**config.mk**
```make
export PLATFORM = sky130hd
export DESIGN_NAME = phy_mgmt_loopback_regs
export DESIGN_NICKNAME = d
export VERILOG_FILES = /design/src/hw/phy_mgmt_pkg.sv /design/src/hw/pin_sync3.sv /design/src/hw/port_phy_regs.sv /design/src/hw/phy_mgmt_loopback_regs.sv
export VERILOG_INCLUDE_DIRS = /design/src /design/src/hw
export SDC_FILE = /design/constraint.sdc
export NUM_CORES = 1
export LEC_CHECK = 0
export BUFFER_PORTS_ARGS = -buffer_cell sky130_fd_sc_hd__buf_2
export CORE_AREA = 2 2 192 147
export CTS_CLUSTER_SIZE = 25
export DETAILED_ROUTE_END_ITERATION = 6
export DIE_AREA = 0 0 194 149
export MAX_ROUTING_LAYER = met4
export PLACE_DENSITY_LB_ADDON = 0.25
export SETUP_SLACK_MARGIN = 0.4
export SLEW_MARGIN = 30
export SYNTH_ARGS = -nofsm -noshare
export SYNTH_HDL_FRONTEND = slang
export SYNTH_HIERARCHICAL = 1
export SYNTH_SLANG_ARGS = --single-unit
```
**constraint.sdc**
```tcl
create_clock -name clk_i -period 3.4 [get_ports clk_i]
set_clock_uncertainty 0.2 [all_clocks]
set_input_delay 0.68 -clock clk_i [delete_from_list [all_inputs] [get_ports clk_i]]
set_output_delay 0.68 -clock clk_i [all_outputs]
set_load 0.005 [all_outputs]
```
**src/hw/phy_mgmt_regs.svh**
```systemverilog
// Constants of the two-port management register bank.
// Assumes inclusion by bare name from design files under hw/.
//
// How it works
// - Far-end loop returns other port's receive stream
// - Far loop bit aliases control bit 14
// - Near-end loop turns receive around same port
// - Near loop bit aliases special bit 1
// - Port addresses 1 and 2, reprogrammable globally
// - Only indices 0-5, 0x1d, 0x1f implemented
// - Control speed, negotiation, power, restart, duplex bits
// - Control bit 5 picks crossover algorithm
// - Control bits 4,3 force wiring, disable crossover
// - Control bits 2,1,0 fault, transmit, LED disables
// - Control bits 15,10,7,6 always read zero
// - Status capability bits fixed, unused bits zero
// - Status shows negotiation done and link up
// - Status bit 4 shows far-end fault
// - Status bit 3 tracks negotiation enable
// - Management fields share switch register storage
`ifndef PHY_MGMT_REGS_SVH
`define PHY_MGMT_REGS_SVH

// Management register indices
`define IDX_CTRL 5'h00
`define IDX_STAT 5'h01
`define IDX_IDH 5'h02
`define IDX_IDL 5'h03
`define IDX_ADV 5'h04
`define IDX_PART 5'h05
`define IDX_CABLE 5'h1d
`define IDX_SPEC 5'h1f

// Switch-side byte map
`define SW_GLOBAL 8'h0f
`define SW_P1_BASE 8'h1a
`define SW_P2_BASE 8'h2a
`define SW_SPAN 8'h06
`define SW_R26 3'h0
`define SW_R27 3'h1
`define SW_R28 3'h2
`define SW_R29 3'h3
`define SW_R30 3'h4
`define SW_R31 3'h5

// Reset values and byte 26 write mask
`define RST_GLOBAL 8'h08
`define RST_R26 8'h00
`define RST_R28 8'h9f
`define RST_R29 8'h00
`define RST_ALT 1'b1
`define R26_MASK 8'h12

// Field positions in switch bytes
`define R26_CABLE 4
`define R26_NEAR 1
`define R28_NEG_EN 7
`define R28_F100 6
`define R28_FDUP 5
`define R29_RESTART 5
`define GLB_ADDR_LSB 3

// Frame constants
`define PRE_LEN 6'd32
`define OP_RD 2'b10
`define OP_WR 2'b01

`endif

```
**src/hw/phy_mgmt_pkg.sv**
```systemverilog
// Types shared by the management bank and its port slices.
// Assumes no other package is needed.
package phy_mgmt_pkg;

	// Status from one PHY core, same clock
	typedef struct packed {
		logic link_up;
		logic neg_done;
		logic [4:0] partner;
		logic far_fault;
		logic restart_begun;
		logic cable_done;
		logic [1:0] cable_result;
		logic cable_short;
		logic [8:0] cable_count;
	} phy_stat_type;

	// Controls toward one PHY core
	typedef struct packed {
		logic force_100;
		logic negotiation_enable;
		logic power_down;
		logic negotiation_restart;
		logic full_duplex;
		logic alt_crossover_algorithm;
		logic force_straight_wiring;
		logic crossover_off;
		logic far_fault_off;
		logic tx_off;
		logic led_off;
		logic far_loop;
		logic near_loop;
		logic cable_start;
		logic [4:0] advertise;
	} phy_ctrl_type;

	// Switch-side byte access
	typedef struct packed {
		logic wr;
		logic [7:0] addr;
		logic [7:0] wdata;
	} sw_bus_type;

	// Decoded write into one port slice
	typedef struct packed {
		logic wr;
		logic [4:0] idx;
		logic [15:0] wdata;
	} mgmt_req_type;

	typedef struct packed {
		logic wr;
		logic [2:0] idx;
		logic [7:0] wdata;
	} sw_req_type;

	// Management frame walker
	typedef enum logic [2:0] {
		FR_PREAMBLE,
		FR_START,
		FR_OPCODE,
		FR_PHYADDR,
		FR_REGADDR,
		FR_TURN,
		FR_WDATA,
		FR_RDATA
	} frame_state_type;

endpackage : phy_mgmt_pkg

```
**src/hw/pin_sync3.sv**
```systemverilog
// Three-stage pin synchroniser with agreement filter.
// Assumes asynchronous inputs; output follows once stages 2 and 3 agree.
module pin_sync3 #(
	parameter int W = 1
) (
	input wire logic clk_i,
	input wire logic rst_b_i,
	input wire logic [W-1:0] d_i,
	output logic [W-1:0] q_o
);
	logic [W-1:0] s1_r; // Metastable stage, read by s2 only
	logic [W-1:0] s2_r;
	logic [W-1:0] s3_r;
	wire [W-1:0] agree = ~(s2_r ^ s3_r); // Stages 2 and 3 match

	// Chain and filtered output
	always_ff @(posedge clk_i or negedge rst_b_i) begin
		if (!rst_b_i) begin
			s1_r <= '0;
			s2_r <= '0;
			s3_r <= '0;
			q_o <= '0;
		end else begin
			s1_r <= d_i;
			s2_r <= s1_r;
			s3_r <= s2_r;
			q_o <= (agree & s3_r) | (~agree & q_o);
		end
	end
endmodule : pin_sync3

```
**src/hw/port_phy_regs.sv**
```systemverilog
// Storage and register views of one copper port.
// Assumes writes arrive decoded to this port, on clk_i.
`include "phy_mgmt_regs.svh"
module port_phy_regs
	import phy_mgmt_pkg::*;
#(
	parameter logic [15:0] ID_HIGH = 16'h1a2b, // Arbitrary value
	parameter logic [15:0] ID_LOW = 16'h3c4d // Arbitrary value
) (
	input wire logic clk_i,
	input wire logic rst_b_i,
	input wire mgmt_req_type mg_i,
	input wire sw_req_type sw_i,
	input wire phy_stat_type stat_i,
	output logic [15:0] mg_rdata_o,
	output logic [7:0] sw_rdata_o,
	output phy_ctrl_type ctrl_o
);
	logic [7:0] r26_r; // Cable start, near loop
	logic [7:0] r28_r; // Negotiation, speed, advertise
	logic [7:0] r29_r; // Loop, power, restart, disables
	logic alt_r; // Crossover algorithm
	wire [15:0] wd = mg_i.wdata;

	// Write decode; management wins a same-cycle clash
	wire mg_ctl = mg_i.wr && (mg_i.idx == `IDX_CTRL);
	wire mg_adv = mg_i.wr && (mg_i.idx == `IDX_ADV);
	wire mg_cab = mg_i.wr && (mg_i.idx == `IDX_CABLE);
	wire mg_spc = mg_i.wr && (mg_i.idx == `IDX_SPEC);
	wire sw26 = sw_i.wr && (sw_i.idx == `SW_R26);
	wire sw28 = sw_i.wr && (sw_i.idx == `SW_R28);
	wire sw29 = sw_i.wr && (sw_i.idx == `SW_R29);
	wire sw31 = sw_i.wr && (sw_i.idx == `SW_R31);

	// One store, two maps
	wire [7:0] r28_nxt = mg_ctl ? {wd[12], wd[13], wd[8], r28_r[4:0]} :
		mg_adv ? {r28_r[7:5], wd[10], wd[8:5]} : sw28 ? sw_i.wdata : r28_r;
	wire [7:0] r29_wr = mg_ctl ? {wd[0], wd[1], wd[9], wd[2], wd[11], wd[3], wd[4], wd[14]} : sw_i.wdata;
	wire r29_we = mg_ctl | sw29;
	wire [7:0] r29_base = r29_we ? r29_wr : r29_r;
	wire rst_clr = stat_i.restart_begun & ~(r29_we & r29_wr[`R29_RESTART]); // Set wins
	wire [7:0] r29_nxt = r29_base & ~(8'(rst_clr) << `R29_RESTART);
	wire [7:0] r26_wr = mg_cab ? {r26_r[7:5], wd[15], r26_r[3:0]} :
		mg_spc ? {r26_r[7:2], wd[1], r26_r[0]} : sw_i.wdata;
	wire r26_we = mg_cab | mg_spc | sw26;
	wire [7:0] r26_base = (r26_we ? r26_wr : r26_r) & `R26_MASK;
	wire cab_clr = stat_i.cable_done & ~(r26_we & r26_wr[`R26_CABLE]); // Self-clear
	wire [7:0] r26_nxt = r26_base & ~(8'(cab_clr) << `R26_CABLE);
	wire alt_nxt = mg_ctl ? wd[5] : sw31 ? sw_i.wdata[7] : alt_r;

	// Storage
	always_ff @(posedge clk_i or negedge rst_b_i) begin
		if (!rst_b_i) begin
			r26_r <= `RST_R26;
			r28_r <= `RST_R28;
			r29_r <= `RST_R29;
			alt_r <= `RST_ALT;
		end else begin
			r26_r <= r26_nxt;
			r28_r <= r28_nxt;
			r29_r <= r29_nxt;
			alt_r <= alt_nxt;
		end
	end

	// Management views; unimplemented bits read zero
	wire [15:0] v_ctl = {1'b0, r29_r[0], r28_r[6], r28_r[7], r29_r[3], 1'b0, r29_r[5], r28_r[5],
		2'b00, alt_r, r29_r[1], r29_r[2], r29_r[4], r29_r[6], r29_r[7]};
	wire [15:0] v_sts = {1'b0, 4'hf, 4'h0, 1'b0, stat_i.neg_done, stat_i.far_fault,
		r28_r[`R28_NEG_EN], stat_i.link_up, 2'b00};
	wire [15:0] v_adv = {5'h00, r28_r[4], 1'b0, r28_r[3:0], 5'h01};
	wire [15:0] v_prt = {5'h00, stat_i.partner[4], 1'b0, stat_i.partner[3:0], 5'h00};
	wire [15:0] v_cab = {r26_r[`R26_CABLE], stat_i.cable_result, stat_i.cable_short, 3'h0, stat_i.cable_count};
	wire [15:0] v_spc = {14'h0000, r26_r[`R26_NEAR], 1'b0};
	assign mg_rdata_o = (mg_i.idx == `IDX_CTRL) ? v_ctl : (mg_i.idx == `IDX_STAT) ? v_sts :
		(mg_i.idx == `IDX_IDH) ? ID_HIGH : (mg_i.idx == `IDX_IDL) ? ID_LOW :
		(mg_i.idx == `IDX_ADV) ? v_adv : (mg_i.idx == `IDX_PART) ? v_prt :
		(mg_i.idx == `IDX_CABLE) ? v_cab : (mg_i.idx == `IDX_SPEC) ? v_spc : 16'h0000;

	// Switch-side views
	wire [7:0] v26 = {stat_i.cable_short, stat_i.cable_result, r26_r[4], 2'b00, r26_r[1], stat_i.cable_count[8]};
	wire [7:0] v30 = {1'b0, stat_i.neg_done, stat_i.link_up, stat_i.partner};
	assign sw_rdata_o = (sw_i.idx == `SW_R26) ? v26 : (sw_i.idx == `SW_R27) ? stat_i.cable_count[7:0] :
		(sw_i.idx == `SW_R28) ? r28_r : (sw_i.idx == `SW_R29) ? r29_r :
		(sw_i.idx == `SW_R30) ? v30 : (sw_i.idx == `SW_R31) ? {alt_r, 6'h00, stat_i.far_fault} : 8'h00;

	// Controls toward the PHY core
	assign ctrl_o = '{force_100: r28_r[`R28_F100], negotiation_enable: r28_r[`R28_NEG_EN],
		power_down: r29_r[3], negotiation_restart: r29_r[`R29_RESTART],
		full_duplex: r28_r[`R28_FDUP], alt_crossover_algorithm: alt_r,
		force_straight_wiring: r29_r[1], crossover_off: r29_r[2], far_fault_off: r29_r[4],
		tx_off: r29_r[6], led_off: r29_r[7], far_loop: r29_r[0], near_loop: r26_r[`R26_NEAR],
		cable_start: r26_r[`R26_CABLE], advertise: r28_r[4:0]};
endmodule : port_phy_regs

```
**src/hw/phy_mgmt_loopback_regs.sv**
```systemverilog
// Management slave and loopback steering for two copper ports.
// Assumes management pins are asynchronous to clk_i; switch-side
// access, PHY status and symbol streams are on clk_i.
`include "phy_mgmt_regs.svh"
module phy_mgmt_loopback_regs
	import phy_mgmt_pkg::*;
(
	input wire logic clk_i, // System clock, 250 MHz
	input wire logic rst_b_i, // Asynchronous reset, low
	input wire logic mdc_i, // Management clock pin
	input wire logic mdio_i, // Management data in
	output logic mdio_o, // Management data out
	output logic mdio_oe_o, // Management data drive enable
	input wire sw_bus_type sw_i, // Switch-side byte access
	output logic [7:0] sw_rdata_o, // Switch-side read byte
	input wire phy_stat_type [1:0] stat_i, // PHY core status
	output phy_ctrl_type [1:0] ctrl_o, // PHY core controls
	input wire logic [1:0][4:0] rx_sym_i, // Line receive symbols
	input wire logic [1:0][4:0] mac_sym_i, // Normal transmit symbols
	output logic [1:0][4:0] tx_sym_o // Line transmit symbols
);

	// ********************************
	// Pin sampling
	// ********************************

	logic mdc_q; // Filtered clock level
	logic mdio_q; // Filtered data level
	logic mdc_d_r; // Previous clock level
	wire rise = mdc_q & ~mdc_d_r; // Clock rising edge seen

	// Both pins through one three-stage chain
	pin_sync3 #(
		.W(2)
	) u_pins (
		.clk_i(clk_i),
		.rst_b_i(rst_b_i),
		.d_i({mdc_i, mdio_i}),
		.q_o({mdc_q, mdio_q})
	);

	// Edge history
	always_ff @(posedge clk_i or negedge rst_b_i) begin
		if (!rst_b_i) begin
			mdc_d_r <= 1'b0;
		end else begin
			mdc_d_r <= mdc_q;
		end
	end

	// ********************************
	// Global address register
	// ********************************

	logic [7:0] global_r; // Address base and other global bits
	logic [7:0] global_nxt;
	wire [4:0] addr1 = global_r[7:`GLB_ADDR_LSB]; // First port address
	wire [4:0] addr2 = 5'(addr1 + 5'd1); // Second port follows
	wire glb_we = sw_i.wr && (sw_i.addr == `SW_GLOBAL);
	assign global_nxt = glb_we ? sw_i.wdata : global_r;

	// Reset gives addresses 1 and 2
	always_ff @(posedge clk_i or negedge rst_b_i) begin
		if (!rst_b_i) begin
			global_r <= `RST_GLOBAL;
		end else begin
			global_r <= global_nxt;
		end
	end

	// ********************************
	// Frame walker
	// ********************************

	frame_state_type state_r; // Current frame field
	frame_state_type state_nxt;
	logic [5:0] pre_cnt_r; // Consecutive preamble ones
	logic [5:0] pre_nxt;
	logic [3:0] bit_cnt_r; // Bit within field
	logic [3:0] bit_nxt;
	logic [1:0] op_r; // Frame operation
	logic [1:0] op_nxt;
	logic [4:0] phy_r; // Port address of frame
	logic [4:0] phy_nxt;
	logic [4:0] reg_r; // Register index of frame
	logic [4:0] reg_nxt;
	logic [15:0] shf_r; // Shift in and shift out
	logic [15:0] shf_nxt;
	logic mo_r; // Driven data bit
	logic mo_nxt;
	logic moe_r; // Drive enable
	logic moe_nxt;

	// Shared decode
	wire [15:0] shf_in = {shf_r[14:0], mdio_q}; // Sample appended
	wire [4:0] live_idx = shf_in[4:0]; // Index while it arrives
	wire hit1 = (phy_r == addr1); // Frame for first port
	wire hit2 = (phy_r == addr2); // Frame for second port
	wire [4:0] mg_idx = (state_r == FR_REGADDR) ? live_idx : reg_r;
	wire [1:0][15:0] port_rdata; // Views from the slices
	wire [15:0] rd_word = hit1 ? port_rdata[0] : hit2 ? port_rdata[1] : 16'h0000;
	wire last_wr = rise && (state_r == FR_WDATA) && (bit_cnt_r == 4'hf);
	wire [3:0] bit_inc = 4'(bit_cnt_r + 4'd1);

	// Next field on each sampled clock rise
	always_comb begin
		state_nxt = state_r;
		pre_nxt = pre_cnt_r;
		bit_nxt = bit_cnt_r;
		op_nxt = op_r;
		phy_nxt = phy_r;
		reg_nxt = reg_r;
		shf_nxt = shf_r;
		mo_nxt = mo_r;
		moe_nxt = moe_r;
		if (rise) begin
			unique case (state_r)
				FR_PREAMBLE: begin
					// Count ones; a zero after a full preamble starts
					if (mdio_q) begin
						pre_nxt = (pre_cnt_r == `PRE_LEN) ? pre_cnt_r : 6'(pre_cnt_r + 6'd1);
					end else begin
						if (pre_cnt_r == `PRE_LEN) begin
							state_nxt = FR_START;
						end
						pre_nxt = 6'd0;
					end
				end
				FR_START: begin
					// Second start bit must be one
					state_nxt = mdio_q ? FR_OPCODE : FR_PREAMBLE;
					bit_nxt = 4'd0;
				end
				FR_OPCODE: begin
					// Two operation bits
					shf_nxt = shf_in;
					bit_nxt = bit_inc;
					if (bit_cnt_r == 4'd1) begin
						bit_nxt = 4'd0;
						op_nxt = shf_in[1:0];
						if ((shf_in[1:0] == `OP_RD) || (shf_in[1:0] == `OP_WR)) begin
							state_nxt = FR_PHYADDR;
						end else begin
							state_nxt = FR_PREAMBLE;
						end
					end
				end
				FR_PHYADDR: begin
					// Five address bits
					shf_nxt = shf_in;
					bit_nxt = bit_inc;
					if (bit_cnt_r == 4'd4) begin
						bit_nxt = 4'd0;
						phy_nxt = shf_in[4:0];
						state_nxt = FR_REGADDR;
					end
				end
				FR_REGADDR: begin
					// Five index bits; reads capture their word here
					shf_nxt = shf_in;
					bit_nxt = bit_inc;
					if (bit_cnt_r == 4'd4) begin
						bit_nxt = 4'd0;
						reg_nxt = live_idx;
						state_nxt = FR_TURN;
						if (op_r == `OP_RD) begin
							shf_nxt = rd_word;
						end
					end
				end
				FR_TURN: begin
					// Reads release then drive zero; writes skip two bits
					bit_nxt = bit_inc;
					if (op_r == `OP_RD) begin
						if (bit_cnt_r == 4'd0) begin
							moe_nxt = 1'b1;
							mo_nxt = 1'b0;
						end else begin
							mo_nxt = shf_r[15];
							shf_nxt = {shf_r[14:0], 1'b0};
							bit_nxt = 4'd0;
							state_nxt = FR_RDATA;
						end
					end else if (bit_cnt_r == 4'd1) begin
						bit_nxt = 4'd0;
						state_nxt = FR_WDATA;
					end
				end
				FR_RDATA: begin
					// Fifteen more bits, then release the line
					bit_nxt = bit_inc;
					mo_nxt = shf_r[15];
					shf_nxt = {shf_r[14:0], 1'b0};
					if (bit_cnt_r == 4'hf) begin
						mo_nxt = 1'b0;
						moe_nxt = 1'b0;
						bit_nxt = 4'd0;
						state_nxt = FR_PREAMBLE;
					end
				end
				FR_WDATA: begin
					// Sixteen data bits; commit on the last
					shf_nxt = shf_in;
					bit_nxt = bit_inc;
					if (bit_cnt_r == 4'hf) begin
						bit_nxt = 4'd0;
						state_nxt = FR_PREAMBLE;
					end
				end
			endcase
		end
	end

	// Frame registers
	always_ff @(posedge clk_i or negedge rst_b_i) begin
		if (!rst_b_i) begin
			state_r <= FR_PREAMBLE;
			pre_cnt_r <= 6'd0;
			bit_cnt_r <= 4'd0;
			op_r <= 2'b00;
			phy_r <= 5'h00;
			reg_r <= 5'h00;
			shf_r <= 16'h0000;
			mo_r <= 1'b0;
			moe_r <= 1'b0;
		end else begin
			state_r <= state_nxt;
			pre_cnt_r <= pre_nxt;
			bit_cnt_r <= bit_nxt;
			op_r <= op_nxt;
			phy_r <= phy_nxt;
			reg_r <= reg_nxt;
			shf_r <= shf_nxt;
			mo_r <= mo_nxt;
			moe_r <= moe_nxt;
		end
	end

	assign mdio_o = mo_r;
	assign mdio_oe_o = moe_r;

	// ********************************
	// Switch-side decode
	// ********************************

	// Port windows of six bytes each
	wire in1 = (sw_i.addr >= `SW_P1_BASE) && (sw_i.addr < 8'(`SW_P1_BASE + `SW_SPAN));
	wire in2 = (sw_i.addr >= `SW_P2_BASE) && (sw_i.addr < 8'(`SW_P2_BASE + `SW_SPAN));
	wire [2:0] idx1 = 3'(sw_i.addr - `SW_P1_BASE);
	wire [2:0] idx2 = 3'(sw_i.addr - `SW_P2_BASE);
	wire [1:0][7:0] port_sw_rdata; // Bytes from the slices
	wire [7:0] sw_rd_nxt = glb_we ? sw_i.wdata : (sw_i.addr == `SW_GLOBAL) ? global_r :
		in1 ? port_sw_rdata[0] : in2 ? port_sw_rdata[1] : 8'h00;

	// Read byte one cycle after the address
	always_ff @(posedge clk_i or negedge rst_b_i) begin
		if (!rst_b_i) begin
			sw_rdata_o <= 8'h00;
		end else begin
			sw_rdata_o <= sw_rd_nxt;
		end
	end

	// ********************************
	// Port slices and loopback
	// ********************************

	logic [1:0][4:0] far_path_r; // Stream turned at this port's coding layer
	logic [1:0][4:0] tx_nxt;

	for (genvar p = 0; p < 2; p++) begin : g_port
		localparam int O = 1 - p; // Other port
		wire hit = (p == 0) ? hit1 : hit2;
		wire mgmt_req_type mreq = '{wr: last_wr && hit, idx: mg_idx, wdata: shf_in};
		wire sw_req_type sreq = '{wr: sw_i.wr && ((p == 0) ? in1 : in2),
			idx: (p == 0) ? idx1 : idx2, wdata: sw_i.wdata};

		// One slice per copper port
		port_phy_regs u_regs (
			.clk_i(clk_i),
			.rst_b_i(rst_b_i),
			.mg_i(mreq),
			.sw_i(sreq),
			.stat_i(stat_i[p]),
			.mg_rdata_o(port_rdata[p]),
			.sw_rdata_o(port_sw_rdata[p]),
			.ctrl_o(ctrl_o[p])
		);

		// Near loop beats far loop; transmit disable beats both
		assign tx_nxt[p] = ctrl_o[p].tx_off ? 5'h00 :
			ctrl_o[p].near_loop ? rx_sym_i[p] :
			ctrl_o[O].far_loop ? far_path_r[O] : mac_sym_i[p];

		// Other port's receive stream wraps here
		always_ff @(posedge clk_i or negedge rst_b_i) begin
			if (!rst_b_i) begin
				far_path_r[p] <= 5'h00;
				tx_sym_o[p] <= 5'h00;
			end else begin
				far_path_r[p] <= rx_sym_i[O];
				tx_sym_o[p] <= tx_nxt[p];
			end
		end
	end

endmodule : phy_mgmt_loopback_regs

```
Yosys cells after proc, flatten, opt, wreduce, memory -nomap -nowiden. Index checks and enable logic that the tools add are counted.

Output and inout bits: 58. Memories: 0. Bits in registers: 132. RAM bits: 0. Bits of input ports: 85. ROM bits: 0. Latch bits: 0. Word-level logic and storage cells: 274.

Magnitude comparators: 4. Shifts and indexed selects: 0. Mux-type cells: 94. Divide/modulo/power cells: 0. Multiply operators: 0. Bitwise operators: 36. Equal/unequal tests: 49. Reductions and logical operators: 56. Add/subtract/negate cells: 5.

Operators with widths (number): 16-bit 2-to-1 mux (20); 8-bit 2-to-1 mux (26); 5-bit 2-to-1 mux (13); 16-bit one-hot mux with 4 select lines (1); 3-bit 2-to-1 mux (9); 1-bit logical AND (25); 3-bit == test, second input constant (8); 3-bit one-hot mux with 7 select lines (1); 4-bit 2-to-1 mux (5); 4-bit one-hot mux with 5 select lines (1); 3-bit by 2-bit == test with 1-bit output, second input constant (6); 2-bit inequality test, second input constant (9); 8-bit bitwise AND (2); 8-bit by 6-bit less-than comparator with 1-bit output, second input constant (2); 6-bit inverter with 8-bit output (2); 3-bit AND reduction (5); 2-bit nonzero test (7); 6-bit 2-to-1 mux (2); 5-bit bitwise AND (2); 5-bit by 2-bit == test with 1-bit output, second input constant (2); 5-bit by 3-bit == test with 1-bit output, second input constant (2); 5-bit == test (2); 5-bit == test, second input constant (2); 1-bit 2-to-1 mux (10); 39 further kinds (80).

Logic depth before layout (Yosys ltp). Gate-level depths: netlist (run 1).

Depth in word-level cells: 16. Gate-level depth with buffers: 11. Mapped depth without buffers: 9.

Hierarchy. The synthesis (run 1) kept the hierarchy.

Modules (own cells, without submodules): phy_mgmt_loopback_regs (sequential area each 2003.2 um2, cells an instance 398, area an instance 4131.5 um2, instances 1); port_phy_regs (sequential area each 484.2 um2, cells an instance 237, area an instance 1803.0 um2, instances 2); pin_sync3 (sequential area each 200.2 um2, cells an instance 10, area an instance 222.7 um2, instances 1).

Least setup slack after synthesis (run 1). OpenSTA, ideal clock, no wires.

Path type: reg2reg. Start: register global_r[3]. End: register g_port[1].u_regs.r28_r[5]. Clock period less this slack: 2.949 ns. Buffers on the path: 0. Setup slack: 0.451 ns. Stages on the path, launching flop included: 9. Required time: 3.063 ns. Library setup time: 0.137 ns. Arrival time: 2.612 ns. Cells stage by stage: dfstp_2 -> ha_1 -> and4b_1 -> o211ai_1 -> a2111oi_0 -> inv_1 -> o41ai_4 -> mux2i_1 -> a21oi_1.

RTL lines: from (decl) (line phy_mgmt_loopback_regs.sv:55) `logic [7:0] global_r;`; from (signal assigned) (line phy_mgmt_loopback_regs.sv:65) `` global_r <= `RST_GLOBAL; ``; from (signal assigned) (line phy_mgmt_loopback_regs.sv:67) `global_r <= global_nxt;`; to (signal assigned) (line port_phy_regs.sv:55) `` r28_r <= `RST_R28; ``; to (signal assigned) (line port_phy_regs.sv:60) `r28_r <= r28_nxt;`; to (decl) (line port_phy_regs.sv:20) `logic [7:0] r28_r;`.

==> results of run 1 <==
==> state kept, by name, indices dropped and copies added, names as in the netlist, 3 cells and up, named ones only <==
register	count
shf_r	16
reg_r	5
tx_sym_o	10
phy_r	5
g_port.u_regs/r28_r	16
g_port.u_regs/r26_r	4
pre_cnt_r	6
state_r	3
sw_rdata_o	8
global_r	8
bit_cnt_r	4
far_path_r	10
g_port.u_regs/r29_r	16
==> Yosys cell counts (all sizes together), types with 4 or more instances <==
cell | count | area (µm²)
dfrtp | 111 | 2778
nor2 | 105 | 396.6
nand2 | 76 | 285.3
a21oi | 57 | 285.3
mux2i | 49 | 490.5
clkbuf | 37 | 138.9
inv | 36 | 135.1
nor3 | 35 | 175.2
o21ai | 35 | 175.2
mux2 | 27 | 311.5
buf | 23 | 125.1
a22oi | 22 | 165.2
nor4 | 20 | 131.4
a221oi | 16 | 140.1
nand2b | 16 | 100.1
nor2b | 16 | 100.1
dfstp | 15 | 394.1
o22ai | 14 | 87.58
a22o | 13 | 113.9
nand3 | 12 | 60.06
a222oi | 10 | 100.1
a211oi | 9 | 72.57
o2bb2ai | 9 | 78.83
ha | 7 | 87.58
and3 | 6 | 37.54
nor3b | 6 | 50.05
xnor2 | 6 | 52.55
a31oi | 5 | 31.28
and2 | 5 | 31.28
nor4b | 5 | 65.06
o31ai | 5 | 37.54
or3 | 5 | 31.28
xor2 | 5 | 43.79
a21o | 4 | 30.03
a311oi | 4 | 52.56
a32o | 4 | 40.04
o211ai | 4 | 30.03
o41ai | 4 | 80.08
==> kinds of logic (layout without fill, tap and decap cells) <==
| kind of cell | Yosys count | in the layout |
|---|---|---|
| mux | 78 | 80 |
| xor+xnor | 11 | 11 |
| flops | 126 | 126 |
| compound gates | 231 | 231 |
| buf+inv | 96 | 270 |
| fa+ha+maj | 9 | 9 |
| simple gates | 331 | 331 |
==> per-layer routing <==
layer	vias to the layer above	wire, µm	global-route usage [%]
li1	3581	-	-
met2	432	11650	27.06
met5	-	0	-
met1	3818	15530	34.03
met3	38	3660	6.150
met4	0	422	5.417
==> stage by stage <==
stage                     cell area (µm²)  hold slack (ps)
final                               10020           -6.363
after global routing                10020            43.70
after CTS                            9903            22.58
after detailed placement             9270            134.7
after global placement               9270            136.8
after floorplan                      7960            131.2
==> repair_timing <==
item / 4_1_cts / 5_1_grt
pin swaps: 2 / 2
gates resized for setup: 9 / 15
setup endpoints to repair: 28 / 26
hold buffers: 0 / 0
cloned: 0 / 2
buffers inserted: 3 / 4
==> worst max path at each step <==
stage | slack [ps] | endpoint | from
final | 470 | shf_r[5]$_DFFE_PN0P_ | state_r[0]$_DFFE_PN0P_
after global routing | 380 | shf_r[4]$_DFFE_PN0P_ | state_r[0]$_DFFE_PN0P_
after CTS | 400 | shf_r[4]$_DFFE_PN0P_ | state_r[0]$_DFFE_PN0P_
after detailed placement | 230 | shf_r[4]$_DFFE_PN0P_ | state_r[0]$_DFFE_PN0P_
after global placement | 260 | shf_r[4]$_DFFE_PN0P_ | state_r[0]$_DFFE_PN0P_
after floorplan | 450 | g_port[1].u_regs/r28_r[5]$_DFFE_PN0P_ | global_r[3]$_DFFE_PN1P_
==> cell type report <==
cell class / instances / share of cell area (%)
Multi-Input combinational cell: 662 / 44.98
Tap cell: 357 / 4.460
Sequential cell: 126 / 31.69
Clock buffer: 18 / 4.385
Inverter: 36 / 1.349
Timing Repair Buffer: 202 / 11.78
Clock inverter: 14 / 1.349
==> power breakdown <==
group	leakage, nW	internal (mW)	switching (mW)
Combinational	2.88	0.187	0.303
Clock	0.276	1.04	0.796
Sequential	1.57	1.56	0.0588
==> results by group, run 1 <==
Placement
  – Worst slack, placed: 226.2 ps
  – Dpl hpwl: 23.05 mm
  – IO Port Bufs: 142
  – Placed Cells: 1,374
  – Final GP Congestion: 0.9410

GRT
  – Tot GR Track Use: 21.98%
  – GR Overflow Total: 0
  – Largest net degree at the start of global routing: 55
  – First-pass GRT wire length: 46.47 mm
  – Vias in the first global route: 7,301
  – Initial antenna violation count: 0

Layout
  – Commonest non-fill, non-tap cells in the layout: buf_2, dfrtp_1, nor2_1
  – Leading cell type in the layout, fill and taps excluded: buf_2
  – Ant. Diodes: 0
  – Multi-input combinational cell area: 4506 µm²
  – Util after Layout: 36.66%
  – Synth-to-layout area growth: 25.83%
  – Fin cells: 1,415
  – Layout cell share with drive strength beyond 1: 29.96%
  – Number of fill cells: 2,820
  – Reg area: 3174 µm²
  – Nets@finish: 1,137

Timing
  – Worst hold slack: -6.363 ps
  – Final hold vios: 4
  – Max Clock Freq: 0.3415 GHz
  – Max-Slew Margin vs Limit: 39.91%
  – Tcrit/Tclk final: 86.13%
  – RSZ-0062 raised after global routing: yes
  – Min Tclk post-route: 2928 ps
  – Setup violations, final: 0
  – Final WS setup: 471.7 ps
  – Slew @ Worst Pin: 900.9 ps
  – Max Slew Vio Count: 0
  – Fin Setup TNS: 0 ps

Floorplan
  – Die height: 149 µm
  – Initial Utilization: 29.14%
  – Die area: 28,910 µm²
  – Row cnt: 53
  – Core Area: 27,320 µm²
  – Die width: 194 µm
  – IO Count: 143

Synth
  – Netlist cell types: 80
  – Xor and xnor area share after synthesis: 1.210%
  – Main combinational cell family by area after synthesis: simple AND/OR/NAND/NOR gates
  – Cells after Synth: 882
  – Register area share after synthesis: 39.85%
  – Mux share of post-synthesis cell area: 10.64%
  – Yosys warns: 6
  – Post-synthesis compound-gate area fraction: 20.86%
  – Syn nets: 974
  – Post-Synth Simple-Gate Area: 21.05%
  – Async SR Flop Fraction: 100.0%
  – Avg Inst Size Synth: 9.025 µm²
  – Post-Synth Adder-Cell Area: 1.383%
  – Top FF cell, synth: dfrtp_1
  – Seq cells post-synth: 126
  – Post-synth EDFFs: 0
  – Post-synthesis cell area: 7960 µm²

Drt
  – DR iter-0 viols: 1,002
  – Drt wl/cell: 22.09 µm
  – # DRC: 0
  – Final WL: 31.26 mm
  – DR vias/cell: 5.561
  – Routed vias: 7,869
  – First-pass DRT Iterations: 7
  – Post-DRT Antenna Nets: 0

Worst setup path
  – Crit start category: flip-flop
  – Worst stage delay on the critical path: 470 ps
  – Critical R2R Launch: state_r[0]$_DFFE_PN0P_
  – Slowest stage cell, crit path: dfrtp_2
  – Worst path required time: 3540 ps
  – Arrival time worst endpoint: 3070 ps
  – WS Path Type: flip-flop to flip-flop
  – Crit Path Max Fanout: 13
  – CP Buf/Inv Count: 3
  – Worst path cell trace: nor3b_4 > buf_4 > mux2_4 > buf_4 > buf_4 > o21ai_1 > a32oi_1 > a211oi_2 > a221oi_1 > nor3_1
  – FF-to-FF End: shf_r[5]$_DFFE_PN0P_
  – Crit path max-delay family: compound AO/OA/AOI/OAI gates
  – CP most frequent cell: buf_4
  – Worst R2R Path Depth: 10
  – WP depth: 10
  – Crit. End Element: flip-flop
  – Setup slack, reg-to-reg: 470 ps

Clock tree
  – H-tree lvl count: 4
  – TritonCTS Sinks: 126
  – Max Root-Sink Buffers: 2
  – Clk Latency, worst-skew pair: 430 ps
  – CTS buffer count: 17
  – Clock transition at path regs: 70 ps
  – Clock tree root buffer cell: clkbuf_16
  – CTS tree: yes

Power
  – Pleak: 4.719 nW
  – Pwr dens: 393.3 nW/µm²
  – Maximum vdd drop: 0.2907 mV
  – Total power: 3.940 mW

Outcome
  – Status: finished with violations
  – Failing checks: negative hold slack

Min path
  – Hold WC Path Type: input pin to async pin

Flow run
  – Max Cap Viol: 0
(Power assumes the default switching activity.)
==> run 2: changes to the inputs <==
Settings changed: CORE_AREA 2 2 192 147 to 2 2 189 145, DIE_AREA 0 0 194 149 to 0 0 191 147, SYNTH_HIERARCHICAL 1 to default.
==> run 2 against run 1 <==
The flow still finishes with violations (negative hold slack). Critical path depth is 2 lower. Via count is 6.5% lower. Largest power group unchanged. Sequential power hardly changed. Total power hardly changed. Register-to-register slack better by 100 ps. Die area is 2.9% lower.
==> results by group, run 2 <==
Synth
  – Most common cell in the synthesized netlist: dfrtp_1
  – Register area share after synthesis: 40.93% (+1.1 points)
  – Seq cells post-synth: 126 (unchanged)
  – Avg Inst Size Synth: 9.172 µm² (+1.6%)
  – Async SR Flop Fraction: 100.0% (unchanged)
  – Netlist cell types: 78 (-2.5%)
  – Syn nets: 937 (-3.8%)
  – Area share of the largest cell type after synthesis: 35.84% (+0.95 points)
  – Yosys warns: 0 (-6)
  – Cells after Synth: 845 (-4.2%)
  – Post-synth EDFFs: 0 (unchanged)
  – Largest area contributor in the netlist: dfrtp_1
  – Synth area leaders: dfrtp_1, mux2i_1, dfstp_2
  – Top FF cell, synth: dfrtp_1
  – Post-synth top cells: dfrtp_1, nor2_1, mux2i_1, a21oi_1, nand2_1
  – Post-synthesis cell area: 7750 µm² (-2.6%)

Placement
  – IO Port Bufs: 142 (unchanged)
  – Placed Cells: 1,315 (-4.3%)
  – DP Area: 8935 µm² (-3.6%)
  – Dpl hpwl: 22.31 mm (-3.2%)
  – Worst slack, placed: 409.3 ps (+183.0 ps)
  – Final GP Congestion: 0.9429 (+0.20%)

Drt
  – DR vias/cell: 5.455 (-1.9%)
  – Post-DRT Antenna Nets: 0 (unchanged)
  – Routed vias: 7,354 (-6.5%)
  – Final WL: 29.32 mm (-6.2%)
  – # DRC: 0 (unchanged)
  – First-pass DRT Iterations: 5 (-2)
  – DR iter-0 viols: 680 (-32%)
  – Drt wl/cell: 21.75 µm (-1.5%)

Power
  – Pleak: 4.216 nW (-11%)
  – Internal power: 2.781 mW (about the same)
  – Seq pwr share: 41.3% (+0.3 points)
  – Switching fraction of total power: 29.40% (about the same)
  – Maximum vdd drop: 0.3591 mV (+24%)
  – Clock share of power: 46.3% (-0.3 points)
  – Combinational Power Share: 12.4% (about the same)
  – Total power: 3.940 mW (about the same)
  – Pwr dens: 413.4 nW/µm² (+5.1%)
  – Sw Pwr: 1.158 mW (about the same)

Timing
  – Final hold vios: 1 (-3)
  – Max Slew Vio Count: 0 (unchanged)
  – Slew @ Worst Pin: 685.1 ps (-215.8 ps)
  – RSZ-0062 raised after global routing: yes
  – Worst hold slack: -0.03075 ps (+6.333 ps)
  – Max Clock Freq: 0.3542 GHz (+3.7%)
  – Tcrit/Tclk final: 83.04% (-3.1 points)
  – Max-Slew Margin vs Limit: 54.33% (+14 points)
  – Final WS setup: 576.6 ps (+104.9 ps)
  – Fin Setup TNS: 0 ps (unchanged)
  – Min Tclk post-route: 2823 ps (-104.9 ps)
  – Setup violations, final: 0 (unchanged)

Clock tree
  – Clock tree root buffer cell: clkbuf_16
  – Clock transition at path regs: 70 ps (about the same)
  – CTS buffer count: 17 (unchanged)
  – Clk Latency, worst-skew pair: 430 ps (about the same)
  – Hold buffer count at CTS: 0 (unchanged)
  – Cts repair resizes: 0 (-9)
  – H-tree lvl count: 4 (unchanged)
  – CTS tree: yes
  – TritonCTS Sinks: 126 (unchanged)
  – Post-CTS setup buffer count: 0 (-3)
  – Max Root-Sink Buffers: 2 (unchanged)

GRT
  – Tot GR Track Use: 21.82% (-0.17 points)
  – First-pass GRT wire length: 44.20 mm (-4.9%)
  – Initial antenna violation count: 1 (+1)
  – Largest net degree at the start of global routing: 57 (+3.6%)
  – Vias in the first global route: 7,073 (-3.1%)
  – GR Overflow Total: 0 (unchanged)

Worst setup path
  – Crit. End Element: flip-flop
  – Crit start category: flip-flop
  – Worst path required time: 3510 ps (-30 ps)
  – Setup slack, reg-to-reg: 580 ps (+100 ps)
  – Arrival time worst endpoint: 2930 ps (-140 ps)
  – WS Path Type: flip-flop to flip-flop
  – Crit Path Max Fanout: 7 (-6)

Floorplan
  – IO Count: 143 (unchanged)
  – Die height: 147 µm (-1.3%)
  – Core Area: 26,350 µm² (-3.6%)
  – Die area: 28,080 µm² (-2.9%)
  – Die width: 191 µm (-1.5%)
  – Initial Utilization: 29.41% (+0.28 points)
  – Row cnt: 52 (-1.9%)

Layout
  – Top flop regs: g_port.u_regs.r28_r: 16 flops, g_port.u_regs.r29_r: 16 flops, shf_r: 16 flops
  – Layout cell share with drive strength beyond 1: 28.31% (-1.6 points)
  – Number of fill cells: 2,711 (-3.9%)
  – Synth-to-layout area growth: 22.96%
  – Reg area: 3172 µm² (about the same)
  – Util after Layout: 36.16% (-0.50 points)
  – Fin cells: 1,348 (-4.7%)
  – Commonest non-fill, non-tap cells in the layout: buf_2, dfrtp_1, nor2_1
  – Design Area, Final: 9529 µm² (-4.9%)
  – Multi-input combinational cell area: 4278 µm² (-5.1%)
  – Leading cell type in the layout, fill and taps excluded: buf_2
  – Nets@finish: 1,075 (-5.5%)

Flow run
  – Max Cap Viol: 0 (unchanged)

Min path
  – Hold WC Path Type: input pin to async pin

Outcome
  – Failing checks: negative hold slack
  – Status: finished with violations
## run 2: worst max-delay path, cell delays in order (launching register included)
cell      delay, ps
dfrtp_1         460
nor3b_4         420
nand4b_4        250
o22a_4          330
or3_1           390
buf_4           220
nand3_2         140
mux2i_1         200
a21oi_1          80
## run 2: layout make-up
cell class	count	area share [%]
Multi-Input combinational cell	644	44.89
Sequential cell	126	33.29
Timing Repair Buffer	178	10.49
Tap cell	351	4.609
Clock buffer	17	4.464
Clock inverter	15	1.602
Inverter	16	0.6303
Antenna cell	1	0.02626
## run 2: final timing paths
check,cells past startpoint,startpoint,end
setup / recovery,8,state_r[1]$_DFFE_PN0P_,g_port[0].u_regs.r28_r[5]$_DFFE_PN0P_
hold / removal,1,rst_b_i,shf_r[6]$_DFFE_PN0P_
setup reg to reg,8,state_r[1]$_DFFE_PN0P_,g_port[0].u_regs.r28_r[5]$_DFFE_PN0P_
hold reg to reg,0,u_pins.s1_r[1]$_DFF_PN0_,u_pins.s2_r[1]$_DFF_PN0_
max in group asynchronous,2,rst_b_i,g_port[0].u_regs.r28_r[7]$_DFFE_PN1P_
min in group clk_i,1,mdc_i,u_pins.s1_r[1]$_DFF_PN0_
## run 2: power groups by stage
stage,registers (mW),logic [mW],clock network [mW]
after floorplan,1.62,0.256,0
after global routing,1.64,0.534,1.93
final,1.63,0.488,1.82
after detailed placement,1.65,0.481,0
after CTS,1.63,0.483,1.85
after global placement,1.66,0.478,0
## run 2: routing by layer
layer / vias to the layer above / global-route usage (%) / wire length [µm] / part of all wire [%]
met5: - / - / 0 / 0
met4: 0 / 5.891 / 512 / 1.7
met3: 43 / 7.310 / 3224 / 11
met2: 352 / 28.97 / 12010 / 41
met1: 3570 / 31.20 / 13580 / 46
li1: 3389 / - / - / -
## run 2: logic make-up after synthesis
family          after synthesis  synth area share [%]
simple gates                283                 18.63
compound gates              234                 19.26
flops                       126                 40.93
mux                         107                 14.42
buf+inv                      75                 4.133
xor+xnor                     11                 1.243
fa+ha+maj                     9                 1.388
==> run 3: changes to the inputs <==
Settings changed: ABC_AREA from default to 1, CORE_AREA 2 2 189 145 to 2 2 191 146, DIE_AREA 0 0 191 147 to 0 0 193 148.
Clock period 3.4 ns to 2.8 ns, I/O delays scaled along.
==> run 3 against run 2 <==
The run now ends clean. Total power grew 34%. Maximum frequency grew 16%. Via count increased by 20%. Core utilization rose by 5.0 points. Largest power group unchanged.
==> results by group, run 3 <==
Timing
  – RSZ-0062 raised after global routing: yes
  – Final hold vios: 0 (-1)
  – Tcrit/Tclk final: 87.22% (+4.2 points)
  – Slew @ Worst Pin: 508.7 ps (-176.3 ps)
  – Min Tclk post-route: 2442 ps (-381.1 ps)
  – Max Clock Freq: 0.4095 GHz (+16%)
  – Setup violations, final: 0 (unchanged)
  – Max Slew Vio Count: 0 (unchanged)
  – Max-Slew Margin vs Limit: 65.77% (+11 points)

Floorplan
  – IO Count: 143 (unchanged)
  – Die width: 193 µm (+1.0%)
  – Die area: 28,560 µm² (+1.7%)
  – Core Area: 26,680 µm² (+1.2%)
  – Row cnt: 52 (unchanged)
  – Initial Utilization: 29.66% (+0.25 points)
  – Die height: 148 µm (+0.68%)

Power
  – Maximum vdd drop: 0.4240 mV (+18%)
  – Pwr dens: 481.7 nW/µm² (+17%)
  – Pleak: 5.346 nW (+27%)

GRT
  – Met2 usage: 32.01% (+3.0 points)
  – Routing usage on met1: 37.08% (+5.9 points)
  – GR Overflow Total: 0 (unchanged)
  – First-pass GRT wire length: 50.39 mm (+14%)
  – Met3 usage: 7.740% (+0.43 points)
  – Vias in the first global route: 7,846 (+11%)
  – Layer with the highest usage: met1
  – Tot GR Track Use: 25.23% (+3.4 points)
  – Largest net degree at the start of global routing: 52 (-8.8%)
  – Initial antenna violation count: 0 (-1)

Layout
  – Leading cell type in the layout, fill and taps excluded: nand2_1
  – Commonest non-fill, non-tap cells in the layout: nand2_1, buf_2, inv_1
  – Nets@finish: 1,423 (+32%)
  – Fin cells: 1,696 (+26%)
  – Number of fill cells: 2,772 (+2.3%)
  – Layout cell share with drive strength beyond 1: 31.92% (+3.6 points)
  – Multi-input combinational cell area: 4458 µm² (+4.2%)
  – Design Area, Final: 10,990 µm² (+15%)
  – Top flop regs: g_port.u_regs.r28_r: 16 flops, g_port.u_regs.r29_r: 16 flops, shf_r: 16 flops
  – Reg area: 3179 µm² (+0.24%)
  – Synth-to-layout area growth: 38.95%

Synth
  – Register area share after synthesis: 40.09% (-0.83 points)
  – Post-synth top cells: nand2_1, inv_1, dfrtp_1, o21ai_0, nor2_1
  – Async SR Flop Fraction: 100.0% (unchanged)
  – Yosys warns: 0 (unchanged)
  – Most common cell in the synthesized netlist: nand2_1
  – Synth area leaders: dfrtp_1, nand2_1, inv_1
  – Largest area contributor in the netlist: dfrtp_1
  – Cells after Synth: 1,088 (+29%)
  – Syn nets: 1,180 (+26%)
  – Post-synthesis cell area: 7911 µm² (+2.1%)
  – Avg Inst Size Synth: 7.271 µm² (-21%)
  – Post-synth EDFFs: 0 (unchanged)
  – Netlist cell types: 53 (-32%)
  – Area share of the largest cell type after synthesis: 35.11% (-0.73 points)
  – Seq cells post-synth: 126 (unchanged)
  – Top FF cell, synth: dfrtp_1

Clock tree
  – TritonCTS Sinks: 126 (unchanged)
  – Clk Latency, worst-skew pair: 460 ps (+30 ps)
  – CTS tree: yes
  – Clock transition at path regs: 70 ps (about the same)
  – H-tree lvl count: 4 (unchanged)
  – Clock tree root buffer cell: clkbuf_16
  – Max Root-Sink Buffers: 2 (unchanged)
  – CTS buffer count: 17 (unchanged)

Flow run
  – Max Cap Viol: 0 (unchanged)

Worst setup path
  – Worst Setup SP: state_r[2]$_DFFE_PN0P_
  – WS Path Type: flip-flop to flip-flop
  – Arrival time worst endpoint: 2580 ps (-350 ps)
  – Worst path required time: 2940 ps (-570 ps)
  – Crit. End Element: flip-flop
  – Critical R2R Launch: state_r[2]$_DFFE_PN0P_
  – Crit start category: flip-flop
  – Crit Path Max Fanout: 7 (unchanged)

Placement
  – Dpl hpwl: 27.28 mm (+22%)
  – DP Area: 9261 µm² (+3.7%)
  – Placed Cells: 1,596 (+21%)
  – IO Port Bufs: 142 (unchanged)
  – Final GP Congestion: 0.9982 (+5.9%)

Drt
  – DR iter-0 viols: 828 (+22%)
  – Post-DRT Antenna Nets: 0 (unchanged)
  – First-pass DRT Iterations: 6 (+1)
  – DR vias/cell: 5.185 (-5.0%)
  – # DRC: 0 (unchanged)
  – Drt wl/cell: 21.22 µm (-2.5%)
  – Final WL: 35.99 mm (+23%)
  – Routed vias: 8,793 (+20%)

Min path
  – Hold path startpoint: mdio_i
  – Hold WC Path Type: input pin to flip-flop

Outcome
  – Status: finished, final reports clean
## run 3: changes by cell type after synthesis, moves of 16 or more
cell      delta
nand2_1    +236
inv_1      +122
mux2i_1     -79
o21ai_0     +61
nand3_1     +60
a21oi_1     -31
clkbuf_1    -28
mux2_2      -26
o211ai_1    +26
a22oi_1     -16
nor2_1      -16
o22ai_1     -16
## run 3: kinds of logic after synthesis
family	Yosys count	share of synthesized area (%)
mux	2	0.3321
flops	126	40.09
xor+xnor	2	0.2215
compound gates	239	18.17
simple gates	529	30.19
buf+inv	181	9.631
fa+ha+maj	9	1.360
## run 3: final timing paths
path	to	slack [ps]	cells past startpoint
max	g_port[1].u_regs.r29_r[1]$_DFFE_PN0P_	360	10
min	u_pins.s1_r[0]$_DFF_PN0_	20	1
max reg2reg	g_port[1].u_regs.r29_r[1]$_DFFE_PN0P_	360	10
min reg2reg	u_pins.s2_r[0]$_DFF_PN0_	150	0
max in group asynchronous	global_r[3]$_DFFE_PN1P_	1290	3
min in group asynchronous	pre_cnt_r[2]$_DFFE_PN0P_	430	2
## run 3: cell type report
cell class              instances  share of cell area (%)
multi-input cells             785                   40.55
flip-flops and latches        126                   28.92
repair buffers                249                   15.09
inverters                     152                   5.634
well taps                     351                   3.995
clock buffers                  18                   3.904
clock inverters                14                   1.878
diodes                          1                 0.02276
## run 3: through the flow
| step | util (%) | worst slack [ps] | power (mW) | hold slack, ps | setup TNS, ps |
|---|---|---|---|---|---|
| 5_1_grt | 41.20 | 254.2 | 5.488 | 13.58 | 0 |
| 6_report | 41.21 | 357.7 | 5.296 | 20.60 | 0 |
| 2_1_floorplan | - | 371.5 | 2.360 | 64.41 | 0 |
| 3_3_place_gp | 34.72 | -33.30 | 2.784 | 135.2 | -33.30 |
| 4_1_cts | 37.66 | 383.7 | 5.281 | 9.107 | 0 |
| 3_5_place_dp | 34.72 | 50.06 | 2.780 | 134.7 | 0 |
## run 3: power by group
part	internal (mW)	leakage [nW]	switching, mW
combinational	0.279	3.57	0.483
sequential	1.92	1.47	0.122
clock	1.51	0.300	0.980
total	3.71	5.35	1.59
## run 3: routing by layer
layer,share of wire (%),vias up
met5,0,-
met4,2.6,0
met3,12,57
met2,39,484
met1,46,4172
li1,-,4080
## run 3: timing repair
action,4_1_cts,5_1_grt
setup endpoints to repair,40,47
buffers inserted,12,48
pin swaps,6,52
hold buffers,2,0
gates cloned,0,5
endpoints found under the hold margin,44,0
gates resized for setup,11,124
## run 3: critical path, cell delays in order (launching register included)
cell	delay, ps
dfrtp_4	490
clkbuf_4	240
nand2_1	90
buf_4	150
nor4_1	470
buf_4	210
nand3_4	140
nand3_2	100
o21ai_1	60
a21oi_1	110
inv_1	50
